File: src/rtl/tmb_pkg.sv
`default_nettype none
package tmb_pkg;
   // -----------------------------------------------------------------
   // host transfer encoding
   // -----------------------------------------------------------------
   localparam int ADDR_W = 7;
   localparam int IDX_W = 6;
   localparam int DATA_W = 16;
   typedef enum logic [1:0]
   {
      SZ_BYTE = 2'h0,
      SZ_WORD = 2'h1,
      SZ_TRIPLE = 2'h2,
      SZ_LONG = 2'h3
   } tmb_size_type;
   typedef struct packed
   {
      logic wr;
      tmb_size_type size;
      logic [ADDR_W-1:0] addr;
      logic [31:0] wdata;
   } tmb_host_req_type;
   typedef struct packed
   {
      logic act;
      logic wr;
      logic long_ind;
      logic [1:0] be;
      logic [IDX_W-1:0] idx;
      logic [DATA_W-1:0] wdata;
   } tmb_sm_bus_type;
   // -----------------------------------------------------------------
   // bridge states, gray along the long-word path; a short access goes HIGH to DONE, two bits
   // -----------------------------------------------------------------
   typedef enum logic [1:0]
   {
      ST_IDLE = 2'h0,
      ST_HIGH = 2'h1,
      ST_LOW = 2'h3,
      ST_DONE = 2'h2
   } tmb_state_type;
   // -----------------------------------------------------------------
   // register word indexes and fields
   // -----------------------------------------------------------------
   localparam logic [IDX_W-1:0] IDX_MCR = 6'h00;
   localparam logic [IDX_W-1:0] IDX_CNT_BASE = 6'h04;
   localparam logic [IDX_W-1:0] IDX_CH_BASE = 6'h08;
   localparam int MCR_HALT_PASS = 0;
   localparam int CNT_ENABLE = 0;
   localparam int LANE_SEL = 1;
   localparam int CH_RISING = 0;
   localparam int CH_IRQ_EN = 2;
   localparam int CH_FLAG = 15;
   localparam logic [DATA_W-1:0] RST_WORD = 16'h0000;
   localparam logic [DATA_W-1:0] CNT_CTL_MASK = 16'h0003;
   localparam logic [DATA_W-1:0] CH_CTL_MASK = 16'h0007;
   localparam int NUM_LANES = 4;
   localparam int SYNC_STAGES = 3;
endpackage : tmb_pkg
`default_nettype wire
File: src/rtl/tmb_bridge.sv
// Function
// - registers and internal paths are 16 bits; words are the normal size
// - bytes and long words accepted; no coherency across byte accesses
// - aligned word access reads or writes 16 bits in one operation
// - word at odd address performs only one byte access there
// - aligned long is two words; long indication during high-order word
// - three-byte transfer handled as one aligned word only
// - four 16-bit lanes; each channel attaches to exactly two
// - low-numbered channels use lanes three/four, others lanes one/two
// - design option joins lanes one/four and two/three
// - lanes resolve multiple drivers by wired-OR
// - channels either drive lanes or read them
// - bridge plus at least one counter source always present
// - all channel traffic uses the single internal submodule bus
// - selected edge captures counter, sets flag, requests irq if enabled
// - later capture overwrites unread earlier stamp
// - flag clears by read then write zero; new event keeps it set
// - halt forwarded to channels only when pass-through bit is one
// - unused bits and reserved addresses read zero, ignore writes
`default_nettype none
module tmb_bridge
#(
   parameter int NUM_CH = 4,
   parameter int SPLIT_M = 3,
   parameter bit JOIN_LANES = 1'b0
)
(
   input wire logic i_clk,
   input wire logic i_resetn,
   input wire logic i_req,
   input wire tmb_pkg::tmb_host_req_type i_host,
   input wire logic i_halt,
   input wire logic [NUM_CH-1:0] i_cap_pin,
   output logic o_ack,
   output logic [31:0] o_rdata,
   output logic o_halt,
   output logic [NUM_CH-1:0] o_irq_req,
   output logic [tmb_pkg::DATA_W*tmb_pkg::NUM_LANES-1:0] o_lanes
);
   localparam int W = tmb_pkg::DATA_W;

   // -----------------------------------------------------------------
   // helpers
   // -----------------------------------------------------------------
   function automatic logic [W-1:0] merge(input logic [W-1:0] old,
      input logic [W-1:0] wd, input logic [1:0] be);
      logic [W-1:0] m;
      m = {{8{be[1]}}, {8{be[0]}}};
      merge = (old & ~m) | (wd & m);
   endfunction : merge

   // -----------------------------------------------------------------
   // bridge sequencer
   // -----------------------------------------------------------------
   tmb_pkg::tmb_state_type state_q;
   tmb_pkg::tmb_host_req_type req_q;
   tmb_pkg::tmb_sm_bus_type sm;
   logic take;
   logic is_byte;
   logic is_long;

   assign take = i_req && (state_q == tmb_pkg::ST_IDLE);
   // odd address always collapses to the one byte there
   assign is_byte = (req_q.size == tmb_pkg::SZ_BYTE) || req_q.addr[0];
   // a triple is only its aligned word; master finishes the byte
   assign is_long = (req_q.size == tmb_pkg::SZ_LONG) && !is_byte;
   assign o_ack = (state_q == tmb_pkg::ST_DONE);

   always_ff @(posedge i_clk or negedge i_resetn)
   begin
      if (!i_resetn)
         state_q <= tmb_pkg::ST_IDLE;
      else
         unique case (state_q)
            tmb_pkg::ST_IDLE: if (i_req) state_q <= tmb_pkg::ST_HIGH;
            tmb_pkg::ST_HIGH: state_q <= is_long ? tmb_pkg::ST_LOW
               : tmb_pkg::ST_DONE;
            tmb_pkg::ST_LOW: state_q <= tmb_pkg::ST_DONE;
            tmb_pkg::ST_DONE: state_q <= tmb_pkg::ST_IDLE;
         endcase
   end

   always_ff @(posedge i_clk or negedge i_resetn)
   begin
      if (!i_resetn)
         req_q <= '0;
      else if (take)
         req_q <= i_host;
   end

   // single internal bus; no pipelining so no cross-access coherency
   always_comb
   begin
      sm.act = (state_q == tmb_pkg::ST_HIGH) || (state_q == tmb_pkg::ST_LOW);
      sm.wr = req_q.wr;
      sm.long_ind = is_long && (state_q == tmb_pkg::ST_HIGH);
      sm.idx = req_q.addr[tmb_pkg::ADDR_W-1:1]
         + ((state_q == tmb_pkg::ST_LOW) ? 6'h01 : 6'h00);
      sm.be = is_byte ? (req_q.addr[0] ? 2'h1 : 2'h2) : 2'h3;
      if (is_byte)
         sm.wdata = {req_q.wdata[7:0], req_q.wdata[7:0]};
      else if (sm.long_ind)
         sm.wdata = req_q.wdata[31:16];
      else
         sm.wdata = req_q.wdata[15:0];
   end

   // -----------------------------------------------------------------
   // registers on the submodule bus
   // -----------------------------------------------------------------
   logic [W-1:0] mcr_q;
   logic [W-1:0] cnt_q [2];
   logic [W-1:0] cnt_ctl_q [2];
   logic [W-1:0] ch_ctl_q [NUM_CH];
   logic [W-1:0] cap_val [NUM_CH];
   logic [NUM_CH-1:0] cap_evt;
   logic [NUM_CH-1:0] armed_q;
   logic [W-1:0] rd_word;
   logic [W-1:0] lane [tmb_pkg::NUM_LANES];
   logic [W-1:0] lane_or [tmb_pkg::NUM_LANES];
   logic sm_wr;
   logic sm_rd;

   assign sm_wr = sm.act && sm.wr;
   assign sm_rd = sm.act && !sm.wr;

   always_ff @(posedge i_clk or negedge i_resetn)
   begin
      if (!i_resetn)
         mcr_q <= tmb_pkg::RST_WORD;
      else if (sm_wr && sm.idx == tmb_pkg::IDX_MCR)
         mcr_q <= merge(mcr_q, sm.wdata, sm.be) & 16'h0001;
   end

   always_ff @(posedge i_clk or negedge i_resetn)
   begin
      if (!i_resetn)
         o_halt <= 1'b0;
      else
         o_halt <= i_halt && mcr_q[tmb_pkg::MCR_HALT_PASS];
   end

   // two counter sources, one on each side of the lane split
   for (genvar k = 0; k < 2; k++)
   begin : g_cnt
      localparam logic [5:0] IV = tmb_pkg::IDX_CNT_BASE + 6'(2*k);
      always_ff @(posedge i_clk or negedge i_resetn)
      begin
         if (!i_resetn)
            cnt_q[k] <= tmb_pkg::RST_WORD;
         else if (sm_wr && sm.idx == IV)
            cnt_q[k] <= merge(cnt_q[k], sm.wdata, sm.be);
         else if (cnt_ctl_q[k][tmb_pkg::CNT_ENABLE] && !o_halt)
            cnt_q[k] <= cnt_q[k] + 16'h0001;
      end
      always_ff @(posedge i_clk or negedge i_resetn)
      begin
         if (!i_resetn)
            cnt_ctl_q[k] <= tmb_pkg::RST_WORD;
         else if (sm_wr && sm.idx == IV + 6'h01)
            cnt_ctl_q[k] <= merge(cnt_ctl_q[k], sm.wdata, sm.be)
               & tmb_pkg::CNT_CTL_MASK;
      end
   end

   // -----------------------------------------------------------------
   // time lanes: wired-OR of every counter, enabled or not
   // -----------------------------------------------------------------
   always_comb
   begin
      for (int l = 0; l < tmb_pkg::NUM_LANES; l++)
         lane_or[l] = '0;
      // counter 0 sits with low channels (lanes three/four)
      lane_or[cnt_ctl_q[0][tmb_pkg::LANE_SEL] ? 3 : 2] |= cnt_q[0];
      lane_or[cnt_ctl_q[1][tmb_pkg::LANE_SEL] ? 1 : 0] |= cnt_q[1];
   end

   always_comb
   begin
      for (int l = 0; l < tmb_pkg::NUM_LANES; l++)
         lane[l] = lane_or[l];
      if (JOIN_LANES)
      begin
         lane[0] = lane_or[0] | lane_or[3];
         lane[3] = lane[0];
         lane[1] = lane_or[1] | lane_or[2];
         lane[2] = lane[1];
      end
   end

   assign o_lanes = {lane[3], lane[2], lane[1], lane[0]};

   // -----------------------------------------------------------------
   // capture channels (readers of the lanes)
   // -----------------------------------------------------------------
   for (genvar c = 0; c < NUM_CH; c++)
   begin : g_ch
      localparam logic [5:0] IC = tmb_pkg::IDX_CH_BASE + 6'(2*c);
      localparam int BASE = (c + 1 < SPLIT_M) ? 2 : 0;
      logic clr;
      logic [W-1:0] nv;

      tmb_capture u_cap
      (
         .i_clk(i_clk),
         .i_resetn(i_resetn),
         .i_pin(i_cap_pin[c]),
         .i_rising(ch_ctl_q[c][tmb_pkg::CH_RISING]),
         .i_lane(lane[BASE + 32'(ch_ctl_q[c][tmb_pkg::LANE_SEL])]),
         .o_event(cap_evt[c]),
         .o_value_q(cap_val[c])
      );

      assign nv = merge(ch_ctl_q[c], sm.wdata, sm.be);
      // zero written to the flag, and only after a read saw it set
      assign clr = sm_wr && sm.idx == IC && sm.be[1] && armed_q[c]
         && !sm.wdata[tmb_pkg::CH_FLAG];

      always_ff @(posedge i_clk or negedge i_resetn)
      begin
         if (!i_resetn)
            ch_ctl_q[c] <= tmb_pkg::RST_WORD;
         else
         begin
            if (sm_wr && sm.idx == IC)
               ch_ctl_q[c][W-2:0] <= nv[W-2:0] & tmb_pkg::CH_CTL_MASK[W-2:0];
            // set wins over a clear in the same cycle
            if (cap_evt[c])
               ch_ctl_q[c][tmb_pkg::CH_FLAG] <= 1'b1;
            else if (clr)
               ch_ctl_q[c][tmb_pkg::CH_FLAG] <= 1'b0;
         end
      end

      // an event between read and write disarms the clear
      always_ff @(posedge i_clk or negedge i_resetn)
      begin
         if (!i_resetn)
            armed_q[c] <= 1'b0;
         else if (cap_evt[c] || (sm_wr && sm.idx == IC))
            armed_q[c] <= 1'b0;
         else if (sm_rd && sm.idx == IC && ch_ctl_q[c][tmb_pkg::CH_FLAG])
            armed_q[c] <= 1'b1;
      end

      assign o_irq_req[c] = ch_ctl_q[c][tmb_pkg::CH_FLAG]
         && ch_ctl_q[c][tmb_pkg::CH_IRQ_EN];
   end

   // -----------------------------------------------------------------
   // read path
   // -----------------------------------------------------------------
   always_comb
   begin
      rd_word = '0;
      if (sm.idx == tmb_pkg::IDX_MCR)
         rd_word = mcr_q;
      for (int k = 0; k < 2; k++)
      begin
         if (sm.idx == tmb_pkg::IDX_CNT_BASE + 6'(2*k))
            rd_word = cnt_q[k];
         if (sm.idx == tmb_pkg::IDX_CNT_BASE + 6'(2*k+1))
            rd_word = cnt_ctl_q[k];
      end
      for (int c = 0; c < NUM_CH; c++)
      begin
         if (sm.idx == tmb_pkg::IDX_CH_BASE + 6'(2*c))
            rd_word = ch_ctl_q[c];
         if (sm.idx == tmb_pkg::IDX_CH_BASE + 6'(2*c+1))
            rd_word = cap_val[c];
      end
   end

   always_ff @(posedge i_clk or negedge i_resetn)
   begin
      if (!i_resetn)
         o_rdata <= '0;
      else if (take)
         o_rdata <= '0;
      else if (sm_rd && is_byte)
         o_rdata[7:0] <= req_q.addr[0] ? rd_word[7:0] : rd_word[15:8];
      else if (sm_rd && sm.long_ind)
         o_rdata[31:16] <= rd_word;
      else if (sm_rd)
         o_rdata[15:0] <= rd_word;
   end
endmodule : tmb_bridge
`default_nettype wire

File: src/rtl/tmb_capture.sv
`default_nettype none
module tmb_capture
(
   input wire logic i_clk,
   input wire logic i_resetn,
   input wire logic i_pin,
   input wire logic i_rising,
   input wire logic [tmb_pkg::DATA_W-1:0] i_lane,
   output logic o_event,
   output logic [tmb_pkg::DATA_W-1:0] o_value_q
);
   // -----------------------------------------------------------------
   // pin synchroniser
   // -----------------------------------------------------------------
   logic [tmb_pkg::SYNC_STAGES-1:0] sync_q;
   logic level_q;

   always_ff @(posedge i_clk or negedge i_resetn)
   begin
      if (!i_resetn)
         sync_q <= '0;
      else
         sync_q <= {sync_q[1:0], i_pin};
   end

   // a change counts only once stages two and three agree
   always_ff @(posedge i_clk or negedge i_resetn)
   begin
      if (!i_resetn)
         level_q <= 1'b0;
      else if (sync_q[1] == sync_q[2])
         level_q <= sync_q[2];
   end

   // -----------------------------------------------------------------
   // edge select and capture
   // -----------------------------------------------------------------
   assign o_event = (sync_q[1] == sync_q[2]) && (sync_q[2] != level_q)
      && (sync_q[2] == i_rising);

   // later events overwrite an unread stamp
   always_ff @(posedge i_clk or negedge i_resetn)
   begin
      if (!i_resetn)
         o_value_q <= tmb_pkg::RST_WORD;
      else if (o_event)
         o_value_q <= i_lane;
   end
endmodule : tmb_capture
`default_nettype wire

File: config.mk
export PLATFORM = sky130hd
export DESIGN_NAME = tmb_bridge
export DESIGN_NICKNAME = d
export VERILOG_FILES = /design/src/rtl/tmb_pkg.sv /design/src/rtl/tmb_bridge.sv /design/src/rtl/tmb_capture.sv
export SDC_FILE = /design/constraint.sdc
export NUM_CORES = 1
export LEC_CHECK = 0
export ABC_AREA = 1
export BUFFER_PORTS_ARGS = -buffer_cell sky130_fd_sc_hd__buf_2
export CAP_MARGIN = 20
export CORE_MARGIN = 2
export CORE_UTILIZATION = 30
export DETAILED_ROUTE_END_ITERATION = 16
export REMOVE_ABC_BUFFERS = 1
export SKIP_LAST_GASP = 1
export SYNTH_ARGS = -nofsm -noshare
export SYNTH_HDL_FRONTEND = slang
export SYNTH_HIERARCHICAL = 1
export SYNTH_SLANG_ARGS = --single-unit
File: constraint.sdc
create_clock -name i_clk -period 6.9 [get_ports i_clk]
set_input_delay 0 -clock i_clk [delete_from_list [all_inputs] [get_ports i_clk]]
set_output_delay 0 -clock i_clk [all_outputs]
set_load 0.02 [all_outputs]
## Word-level counts from Yosys, hierarchy flattened

Cells that the tools add are included.

- $add $sub $neg: 5
- Multipliers: 0
- Divide/modulo/power cells: 0
- Magnitude comparators: 8
- Eq/ne operators: 32
- Shift operators: 0
- Mux-type cells: 73
- Bitwise gates (word level): 29
- Reduce and logical (&&, ||, !) cells: 82

Operators by type and width:

| kind | count |
|---|---|
| 2-to-1 mux 16 bit | 35 |
| binary-select mux 16 bit (select 2 bit) | 6 |
| greater-or-equal comparator 33 x 3 -> 1 bit (second input constant) | 4 |
| inverter 1 -> 33 bit | 2 |
| inverter 3 -> 33 bit | 2 |
| bitwise AND 64 bit | 1 |
| bitwise mux 64 bit | 1 |
| demux 16 bit (select 2 bit) | 2 |
| greater-or-equal comparator 32 x 3 -> 1 bit (second input constant) | 2 |
| less-than comparator 32 x 1 -> 1 bit (second input constant) | 2 |
| bitwise OR 16 bit | 4 |
| logical AND 1 bit | 53 |
| bitwise AND 16 bit | 3 |
| == test 6 x 4 -> 1 bit (second input constant) | 8 |
| adder 16 x 1 -> 16 bit (second input constant) | 2 |
| 2-to-1 mux 32 bit | 1 |
| inverter 1 -> 32 bit | 1 |
| inverter 2 -> 32 bit | 1 |
| == test 6 x 3 -> 1 bit (second input constant) | 4 |
| 2-to-1 mux 24 bit | 1 |
| nonzero test 2 bit | 12 |
| 2-to-1 mux 1 bit | 21 |
| 2-to-1 mux 8 bit | 2 |
| inverter 16 bit | 1 |
| other kinds (23) | 58 |

- Bits in registers: 214
- Latch bits: 0
- Memory bits (writable): 0
- Bits in read-only memories: 0
- Input port bits: 50
- Output and inout port bits: 102
- Word-level logic and storage cells: 267
- Memories: 0

## Logic depth before layout (Yosys ltp)

Gate-level depths: netlist (run 1).

- Word-level depth: 21
- Gate-level depth with buffers: 24
- Mapped depth without buffers: 22

## Cells and area by module

Netlist (run 1), hierarchy kept.

By module, submodules not included:

| module | instances | cells an instance | area each (um2) | sequential area each (um2) |
|---|---|---|---|---|
| tmb_bridge | 1 | 1234 | 8520.7 | 3353.2 |
| tmb_capture | 4 | 82 | 910.9 | 500.5 |

## Least setup slack after synthesis (run 1)

Ideal clock, no wire load.

- Path type: reg2reg
- From: register state_q[0]
- To: register with a tool-made name
- Library setup time: 0.128 ns
- Arrival: 2.534 ns
- Data required time: 6.772 ns
- Setup slack: 4.239 ns
- Stages on the path, launching flop included: 17
- Buffers on the path: 1
- Period minus slack after synthesis: 2.661 ns
- Path through: dfrtp_1 > clkbuf_2 > nand2_1 > inv_1 > ha_1 > ha_1 > inv_1 > nor2_1 > inv_1 > nor2_2 > nand2_4 > nor2_8 > inv_2 > o21ai_2 > o21ai_4 > a21oi_1 > mux2_1

RTL lines:

| element | line | text |
|---|---|---|
| start, declared | tmb_bridge.sv:55 | `tmb_pkg::tmb_state_type state_q;` |
| start signal, assigned | tmb_bridge.sv:72 | `state_q <= tmb_pkg::ST_IDLE;` |
| start signal, assigned | tmb_bridge.sv:75 | `tmb_pkg::ST_IDLE: if (i_req) state_q <= tmb_pkg::ST_HIGH;` |
| start signal, assigned | tmb_bridge.sv:76 | `tmb_pkg::ST_HIGH: state_q <= is_long ? tmb_pkg::ST_LOW` |

## Worst setup path in the final report (run 1)

- From: register req_q[40] (netlist bit)
- To: register o_rdata[24]

- Word-level cells in the longest chain between the ends: 8
- Elaborated cells on any way between the ends: 11
- Those cells by class: eq/ne (2); reduce/logical (9)

RTL lines:

| element | line | text |
|---|---|---|
| start, declared | tmb_bridge.sv:56 | `tmb_pkg::tmb_host_req_type req_q;` |
| start signal, assigned | tmb_bridge.sv:88 | `req_q <= i_host;` |
| zero test 2 bit | tmb_bridge.sv:64 | `assign is_byte = (req_q.size == tmb_pkg::SZ_BYTE) \|\| req_q.addr[0];` |
| logical OR 1 bit | tmb_bridge.sv:64 |  |
| zero test 1 bit | tmb_bridge.sv:66 | `assign is_long = (req_q.size == tmb_pkg::SZ_LONG) && !is_byte;` |
| logical AND 1 bit | tmb_bridge.sv:66 |  |
| logical AND 1 bit | tmb_bridge.sv:96 | `sm.long_ind = is_long && (state_q == tmb_pkg::ST_HIGH);` |
| logical AND 1 bit | tmb_bridge.sv:282 | `else if (sm_rd && sm.long_ind)` |
| nonzero test 2 bit (no source line) | n/a |  |
| AND reduction 2 bit (no source line) (*) | n/a |  |
| end signal, assigned | tmb_bridge.sv:283 | `o_rdata[31:16] <= rd_word;` |
| end, declared | tmb_bridge.sv:35 | `output logic [31:0] o_rdata,` |

Mark *: on every way between the ends. The rest lies on a longest branch, timed or not.
A chain may end at the register's enable or synchronous reset.

==> results of run 1 <==
-- through the flow --
stage                     power [uW]   util
after global placement          2900  0.332
final                           4440  0.370
after global routing            4680  0.370
after CTS                       4440  0.367
after floorplan                 2430      -
after detailed placement        2920  0.332
-- kinds of logic (layout without fill, tap and decap cells) --
group           after synthesis  count (layout)  share of synthesized area
simple gates                810             810                      0.325
mux                           2               2                    0.00175
xor+xnor                     20              20                     0.0144
buf+inv                     230             424                     0.0833
fa+ha+maj                     4               4                    0.00411
compound gates              282             282                      0.132
flops                       214             214                      0.440
-- final cells by class --
type,instances,area (um2),share of cell area
inverters,165,622,0.0421
clock buffers,29,682,0.0462
well taps,525,657,0.0445
multi-input cells,1118,5800,0.393
flip-flops and latches,214,5360,0.363
clock inverters,18,243,0.0164
repair buffers,212,1410,0.0956
-- routing by layer --
| metal | routed length [um] | GRT usage | up-vias | part of all wire |
|---|---|---|---|---|
| met2 | 19000 | 0.318 | 459 | 0.45 |
| met1 | 18500 | 0.284 | 5502 | 0.44 |
| li1 | - | - | 5409 | - |
| met5 | 0 | 0 | - | 0 |
| met4 | 1400 | 0.0689 | 0 | 0.033 |
| met3 | 3210 | 0.0249 | 81 | 0.076 |
-- synth_stat cells (3+ instances only) --
cell type and number:
nand4_1 18, o21ai_1 15, buf_4 8, ha_1 4
nand2_2 72, buf_6 6, nor2_4 5, o31ai_1 3
inv_2 15, nand3_2 39, o22ai_1 21, nand2_1 456
a211oi_1 3, o211ai_1 17, a31oi_1 4, nand3_1 79
nor2_1 80, nand2_4 10, nor3_1 12, buf_12 4
clkbuf_1 34, o21ai_0 150, xor2_1 20, dfrtp_1 214
nor3_2 6, a21oi_1 45, o21ai_2 5, buf_2 5
buf_1 7, inv_1 147, nor2_2 19, a22o_1 5
nand2_8 4, a221oi_1 4
-- power by group through the flow --
stage          clock [uW]  sequential, uW  combinational [uW]
4_1_cts              1510            1650                1280
6_report             1490            1650                1310
5_1_grt              1560            1680                1440
3_3_place_gp            0            1670                1240
2_1_floorplan           0            1640                 792
3_5_place_dp            0            1670                1250
-- layout by cell type (no fill, tap or decap), types with 4 or more instances in the layout --
| cell | n |
|---|---|
| nand2_2 | 72 |
| clkbuf_16 | 26 |
| clkinv_2 | 7 |
| dlygate4sd3_1 | 48 |
| nor2_4 | 5 |
| nor2_1 | 80 |
| nand3_2 | 39 |
| nor3_2 | 6 |
| a22o_1 | 5 |
| xor2_1 | 20 |
| o21ai_1 | 15 |
| bufinv_16 | 5 |
| nand2_8 | 4 |
| o211ai_1 | 17 |
| o22ai_1 | 21 |
| a21oi_1 | 45 |
| nand4_1 | 18 |
| inv_1 | 146 |
| o21ai_0 | 150 |
| nand2_4 | 10 |
| a31oi_1 | 4 |
| nand2_1 | 456 |
| o21ai_2 | 5 |
| a221oi_1 | 4 |
| buf_4 | 9 |
| dfrtp_1 | 214 |
| buf_2 | 150 |
| ha_1 | 4 |
| inv_2 | 16 |
| nand3_1 | 79 |
| nor3_1 | 12 |
| nor2_2 | 19 |
-- worst max-delay path: stages (launching register included) --
cell and delay [ps]:
dfrtp_1 400, nor2_1 80, nor2_1 580, inv_2 240
nor2_1 410, inv_1 510, nor2_2 570, nor2_1 80
buf_4 220, inv_1 200, nand3_1 140, nand2_1 110
-- final timing paths --
path	to	slack, ps	cells past startpoint
worst max register to register	o_rdata[24]	3310	11
min in group asynchronous	req_q[40]	130	2
worst max-delay path	o_rdata[24]	3310	11
worst min-delay path	state_q[0]	70	4
max in group asynchronous	o_rdata[6]	5370	3
worst min register to register	g_ch[0].u_cap/sync_q[1]	350	0
==> results.md, run 1 <==
- Fillers: 4,134
- Vias per Instance: 5.02
- Worst Setup SP: req_q[40]
- # hold bufs at CTS: 48
- Grt total ovfl: 0
- Reg-to-reg startpoint: req_q[40]
- Final hold violations: 0
- Setup TNS Final: 0 ps
- Core area: 0.0399 mm2
- Combinational power share: 0.294
- Crit share post-route: 0.521
- Dpl ws: 3450 ps
- Post-synth top area share: 0.440
- Hold_sp: i_req
- Routed Antenna Nets: 0
- WS Path Type: flop to flop
- Final nets: 1,791
- Crit path DAT: 4080 ps
- Ports: 152
- Die area: 0.0422 mm2
- Non-filler cells, final: 2,281
- Internal power: 2750 uW
- DR pass1 iterations: 5
- Antenna violations before repair: 0
- DP Area: 0.0133 mm2
- Net Sw Power: 1690 uW
- Post-synthesis sequential area ratio: 0.440
- CTS root buf: clkbuf_16
- P per Cell Area: 301 mW/mm2
- Via Count: 11.5k
- Total wire length: 42.2 mm
- Post-CTS Resized: 0
- Routability cong.: 0.923
- Clock Skews: 23.8 ps
- Fraction of final layout cells sized beyond drive strength 1: 0.226
- Average size of a mapped cell: 7.79 um2
- Class of the most critical hold timing path: input pin to flop
- Top post-synthesis cells by area: dfrtp_1 (44%), nand2_1 (14%), o21ai_0 (6.2%)
- Design area: 0.0148 mm2
- Mean routed wirelength per cell: 18.5 um
- CTS tree: built
- Peak supply drop: 0.177 mV
- Cell Area, Synth: 0.0122 mm2
- Largest net degree at the start of global routing: 106
- Die Y: 205 um
- RSZ-0062 raised after global routing: no
- Type of origin of the critical path: flop
- Yosys reg bits: 214
- Yosys cell types: 55
- CTS Sinks: 214
- Via count of the first global-routing pass: 11.1k
- Area leader, netlist: dfrtp_1
- Worst-margin pin slew: 954 ps
- Max-Slew Margin vs Limit: 0.363
- Asr flop ratio synth: 1.00
- P_leak: 0.00760 uW
- Setup ws final: 3310 ps
- # Post-CTS Setup Buffers: 0
- Std cell rows: 73
- Placed insts: 2,182
- Top_reg_cell synth: dfrtp_1
- Final slew viol count: 0
- Mapped Cells: 1,562
- First-pass GRT wire length: 65.3 mm
- Clock power share: 0.335
- Worst-Skew Late Latency: 560 ps
- Starting DRT DRC Count: 991
- Die Span X: 205 um
- CP Data Required Time: 7390 ps
- Net Sw Frac: 0.382
- Layout area overhead: 21.4%
- Status: completed
- ANT cells: 0
- Initial cell density of the core: 0.305
- Worst-path clk slew: 60 ps
- Total CTS buffers: 26
- Max Cap Viol: 0
- Yosys warns: 6
- Clock Path Buffers: 3
- Fmax: 278 MHz
- Crit path max fanout: 25
- H-tree levels: 1
- Gr usage total: 0.201
- Seq pwr share: 0.371
- Final min period: 3590 ps
- Post-synth EDFFs: 0
- Setup violations, final: 0
- Fin Hold WS: 69.7 ps
- Endpoint type of the worst setup path: flop
- DPL Wire Length: 30.9 mm
- Port buffer count: 151
- DRC violations left: 0
No activity file was read; power rests on OpenSTA's default activity.
==> run 2: changes to the inputs <==
--- a/config.mk
+++ b/config.mk
@@ -5,7 +5,7 @@
 export SDC_FILE = /design/constraint.sdc
 export NUM_CORES = 1
 export LEC_CHECK = 0
-export ABC_AREA = 1
+export ABC_AREA = 0
 export BUFFER_PORTS_ARGS = -buffer_cell sky130_fd_sc_hd__buf_2
 export CAP_MARGIN = 20
 export CORE_MARGIN = 2
==> constraint.sdc (replaced) <==
create_clock -name i_clk -period 3 [get_ports i_clk]
set_input_delay 0 -clock i_clk [delete_from_list [all_inputs] [get_ports i_clk]]
set_output_delay 0 -clock i_clk [all_outputs]
set_load 0.02 [all_outputs]
==> results.md, run 2 <==
- CTS tree: built
- Starting DRT DRC Count: 1,122 (+13%)
- Core area: 0.0465 mm2 (+16%)
- Die Y: 221 um (+7.5%)
- Setup ws final: 126 ps (-3180 ps)
- CTS Sinks: 214 (unchanged)
- FF+latch area: 0.00536 mm2 (unchanged)
- CP Data Required Time: 3420 ps (-3970 ps)
- Post-synthesis sequential area ratio: 0.380 (-0.0605)
- Fin Hold WS: 59.9 ps (-9.83 ps)
- Most common cell in the netlist: nand2_1
- Final hold violations: 0 (unchanged)
- Multi-input gate area: 0.00782 mm2 (+35%)
- Total wire length: 51.7 mm (+23%)
- Yosys cell types: 82 (+49%)
- Fmax: 348 MHz (+25%)
- Total CTS buffers: 26 (unchanged)
- Post-synth EDFFs: 0 (unchanged)
- Fraction of final layout cells sized beyond drive strength 1: 0.224 (-0.00161)
- Asr flop ratio synth: 1.00 (unchanged)
- CTS root buf: clkbuf_16
- Antenna violations before repair: 3 (+3)
- Clock Path Buffers: 3 (unchanged)
- DP Area: 0.0157 mm2 (+18%)
- Most common library cell in the layout ignoring fill and taps: nand2_1
- Routability cong.: 0.925 (+0.24%)
- Crit path max fanout: 13 (-48%)
- H-tree levels: 1 (unchanged)
- Worst-margin pin slew: 1040 ps (+83.5 ps)
- Yosys warns: 6 (unchanged)
- Routed Antenna Nets: 0 (unchanged)
- Max Cap Viol: 0 (unchanged)
- Layout area overhead: 23.0%
- Area leader, netlist: dfrtp_1
- Fillers: 4,740 (+15%)
- Worst R2R Path Depth: 13 (+2)
- Mean routed wirelength per cell: 21.0 um (+14%)
- Gr usage total: 0.205 (+0.00332)
- Endpoint type of the worst setup path: flop
- Ports: 152 (unchanged)
- Via count of the first global-routing pass: 13.2k (+19%)
- Via Count: 13.6k (+19%)
- Setup TNS Final: 0 ps (unchanged)
- Top_reg_cell synth: dfrtp_1
- Top post-synthesis cells by area: dfrtp_1 (38%), nand2_1 (6.4%), and2_1 (4.8%)
- Design area: 0.0173 mm2 (+17%)
- RSZ-0062 raised after global routing: no
- Peak supply drop: 0.497 mV (+180%)
- Largest net degree at the start of global routing: 83 (-22%)
- Final min period: 2870 ps (-720 ps)
- P per Cell Area: 686 mW/mm2 (+130%)
- Reg-to-reg startpoint: state_q[0]
- Final slew viol count: 0 (unchanged)
- WS Path Type: flop to flop
- Initial cell density of the core: 0.304 (-0.00123)
- Class of the most critical hold timing path: input pin to async pin
- Dpl ws: -150 ps (-3600 ps)
- P_leak: 0.00781 uW (+2.7%)
- Type of origin of the critical path: flop
- Final nets: 1,883 (+5.1%)
- Post-synth top cells: nand2_1 (239), dfrtp_1 (214), a21oi_1 (125), and2_1 (109), inv_1 (75)
- Worst-Skew Late Latency: 560 ps (about the same)
- Total power: 11,900 uW (+170%)
- Die area: 0.0488 mm2 (+16%)
- DR pass1 iterations: 7 (+2)
- Crit path DAT: 3290 ps (-790 ps)
- Die Span X: 221 um (+7.5%)
- Critical Path Max Stage Delay: 390 ps (-190 ps)
- Setup violations, final: 0 (unchanged)
- Yosys reg bits: 214 (unchanged)
- Status: completed
- Worst Setup SP: state_q[0]
- First-pass GRT wire length: 78.9 mm (+21%)
- Max-Slew Margin vs Limit: 0.303 (-0.0599)
- Grt total ovfl: 0 (unchanged)
- Average size of a mapped cell: 8.64 um2 (+11%)
- ANT cells: 0 (unchanged)
- Crit share post-route: 0.958 (+0.437)
- Mapped Cells: 1,632 (+4.5%)
- Cell Area, Synth: 0.0141 mm2 (+16%)
- DRC violations left: 0 (unchanged)
- Most frequent cells in the layout: nand2_1 (238), dfrtp_1 (214), buf_2 (150)
- Std cell rows: 79 (+8.2%)
- Crit path cell chain: and2_1 > ha_2 > ha_4 > and3_1 > a41oi_4 > buf_4 > a211oi_2 > buf_6 > a22oi_1 > o21ai_0 > a221oi_2 > buf_4 > o21ai_0
- Post-synth top area share: 0.380 (-0.0605)
- Clock Skews: 23.7 ps (-0.137 ps)
- Crit-path slowest cell: a41oi_4
- Port buffer count: 151 (unchanged)
- Vias per Instance: 5.53 (+10%)
- Worst-path clk slew: 70 ps (about the same)
- DPL Wire Length: 36.6 mm (+18%)
run 2: cell types whose count changed after synthesis, moves of 72 or more:
cell     change
o21ai_0     -82
nand2_2     -72
inv_1       -72
and2_1     +109
nand2_1    -217
a21oi_1     +80
run 2: cells by family (layout without fill, tap and decap cells):
family                   Yosys count  count (layout)  synth area share
AO/OA/AOI/OAI                    471             471             0.244
XOR/XNOR                           5               5           0.00311
adder cells (fa/ha/maj)            8               8           0.00639
buffers and inverters            215             432            0.0720
flip-flops                       214             214             0.380
multiplexers                      31              31            0.0231
AND/OR/NAND/NOR                  688             688             0.272
run 2: worst paths after layout:
path | end | slack, ps
setup / recovery | o_rdata[13] | 130
hold / removal | g_ch[0].u_cap/o_value_q[14] | 60
setup reg to reg | o_rdata[13] | 130
hold reg to reg | g_ch[0].u_cap/sync_q[1] | 350
max in group asynchronous | o_rdata[29] | 2380
min in group i_clk | g_ch[3].u_cap/sync_q[0] | 110
run 2: layer usage:
layer	up-vias	part of all wire	GRT usage	wire length, um
met5	-	0	0	0
met4	0	0.047	0.0875	2450
met3	124	0.054	0.0273	2780
met2	499	0.48	0.343	24800
met1	6695	0.42	0.264	21600
li1	6271	-	-	-
run 2: critical path: cells and delay by family (launching register included):
family / cells / cell delay [ps]
simple gates: 2 / 350
fa+ha+maj: 2 / 370
compound gates: 6 / 1080
buf+inv: 3 / 580
flops: 1 / 370
run 2: final cells by class:
class / count / share of cell area
Tap cell: 607 / 0.0438
Clock inverter: 9 / 0.00837
Sequential cell: 214 / 0.309
Clock buffer: 39 / 0.0456
Timing Repair Buffer: 309 / 0.127
Inverter: 75 / 0.0164
Multi-Input combinational cell: 1203 / 0.451
run 2: stage by stage:
step | instances | utilization
detailed placement | 2349 | 0.338
floorplan | 1492 | -
global route | 2456 | 0.373
CTS | 2446 | 0.370
finish | 2456 | 0.373
global placement | 2349 | 0.338
run 2: where the power goes:
| part | internal, uW | leakage [uW] | switching (uW) |
|---|---|---|---|
| registers | 3460 | 0.00277 | 824 |
| logic | 1680 | 0.00458 | 2480 |
| clock network | 2150 | 0.000465 | 1300 |
| total | 7290 | 0.00781 | 4600 |
run 2: repair_timing:
| action | CTS | global route |
|---|---|---|
| cloned | 0 | 1 |
| pin swaps | 0 | 7 |
| resized for setup | 4 | 21 |
| hold buffers | 49 | 0 |
| endpoints found under the setup margin | 9 | 61 |
| hold endpoints to repair | 261 | 0 |
| buffers inserted | 0 | 8 |
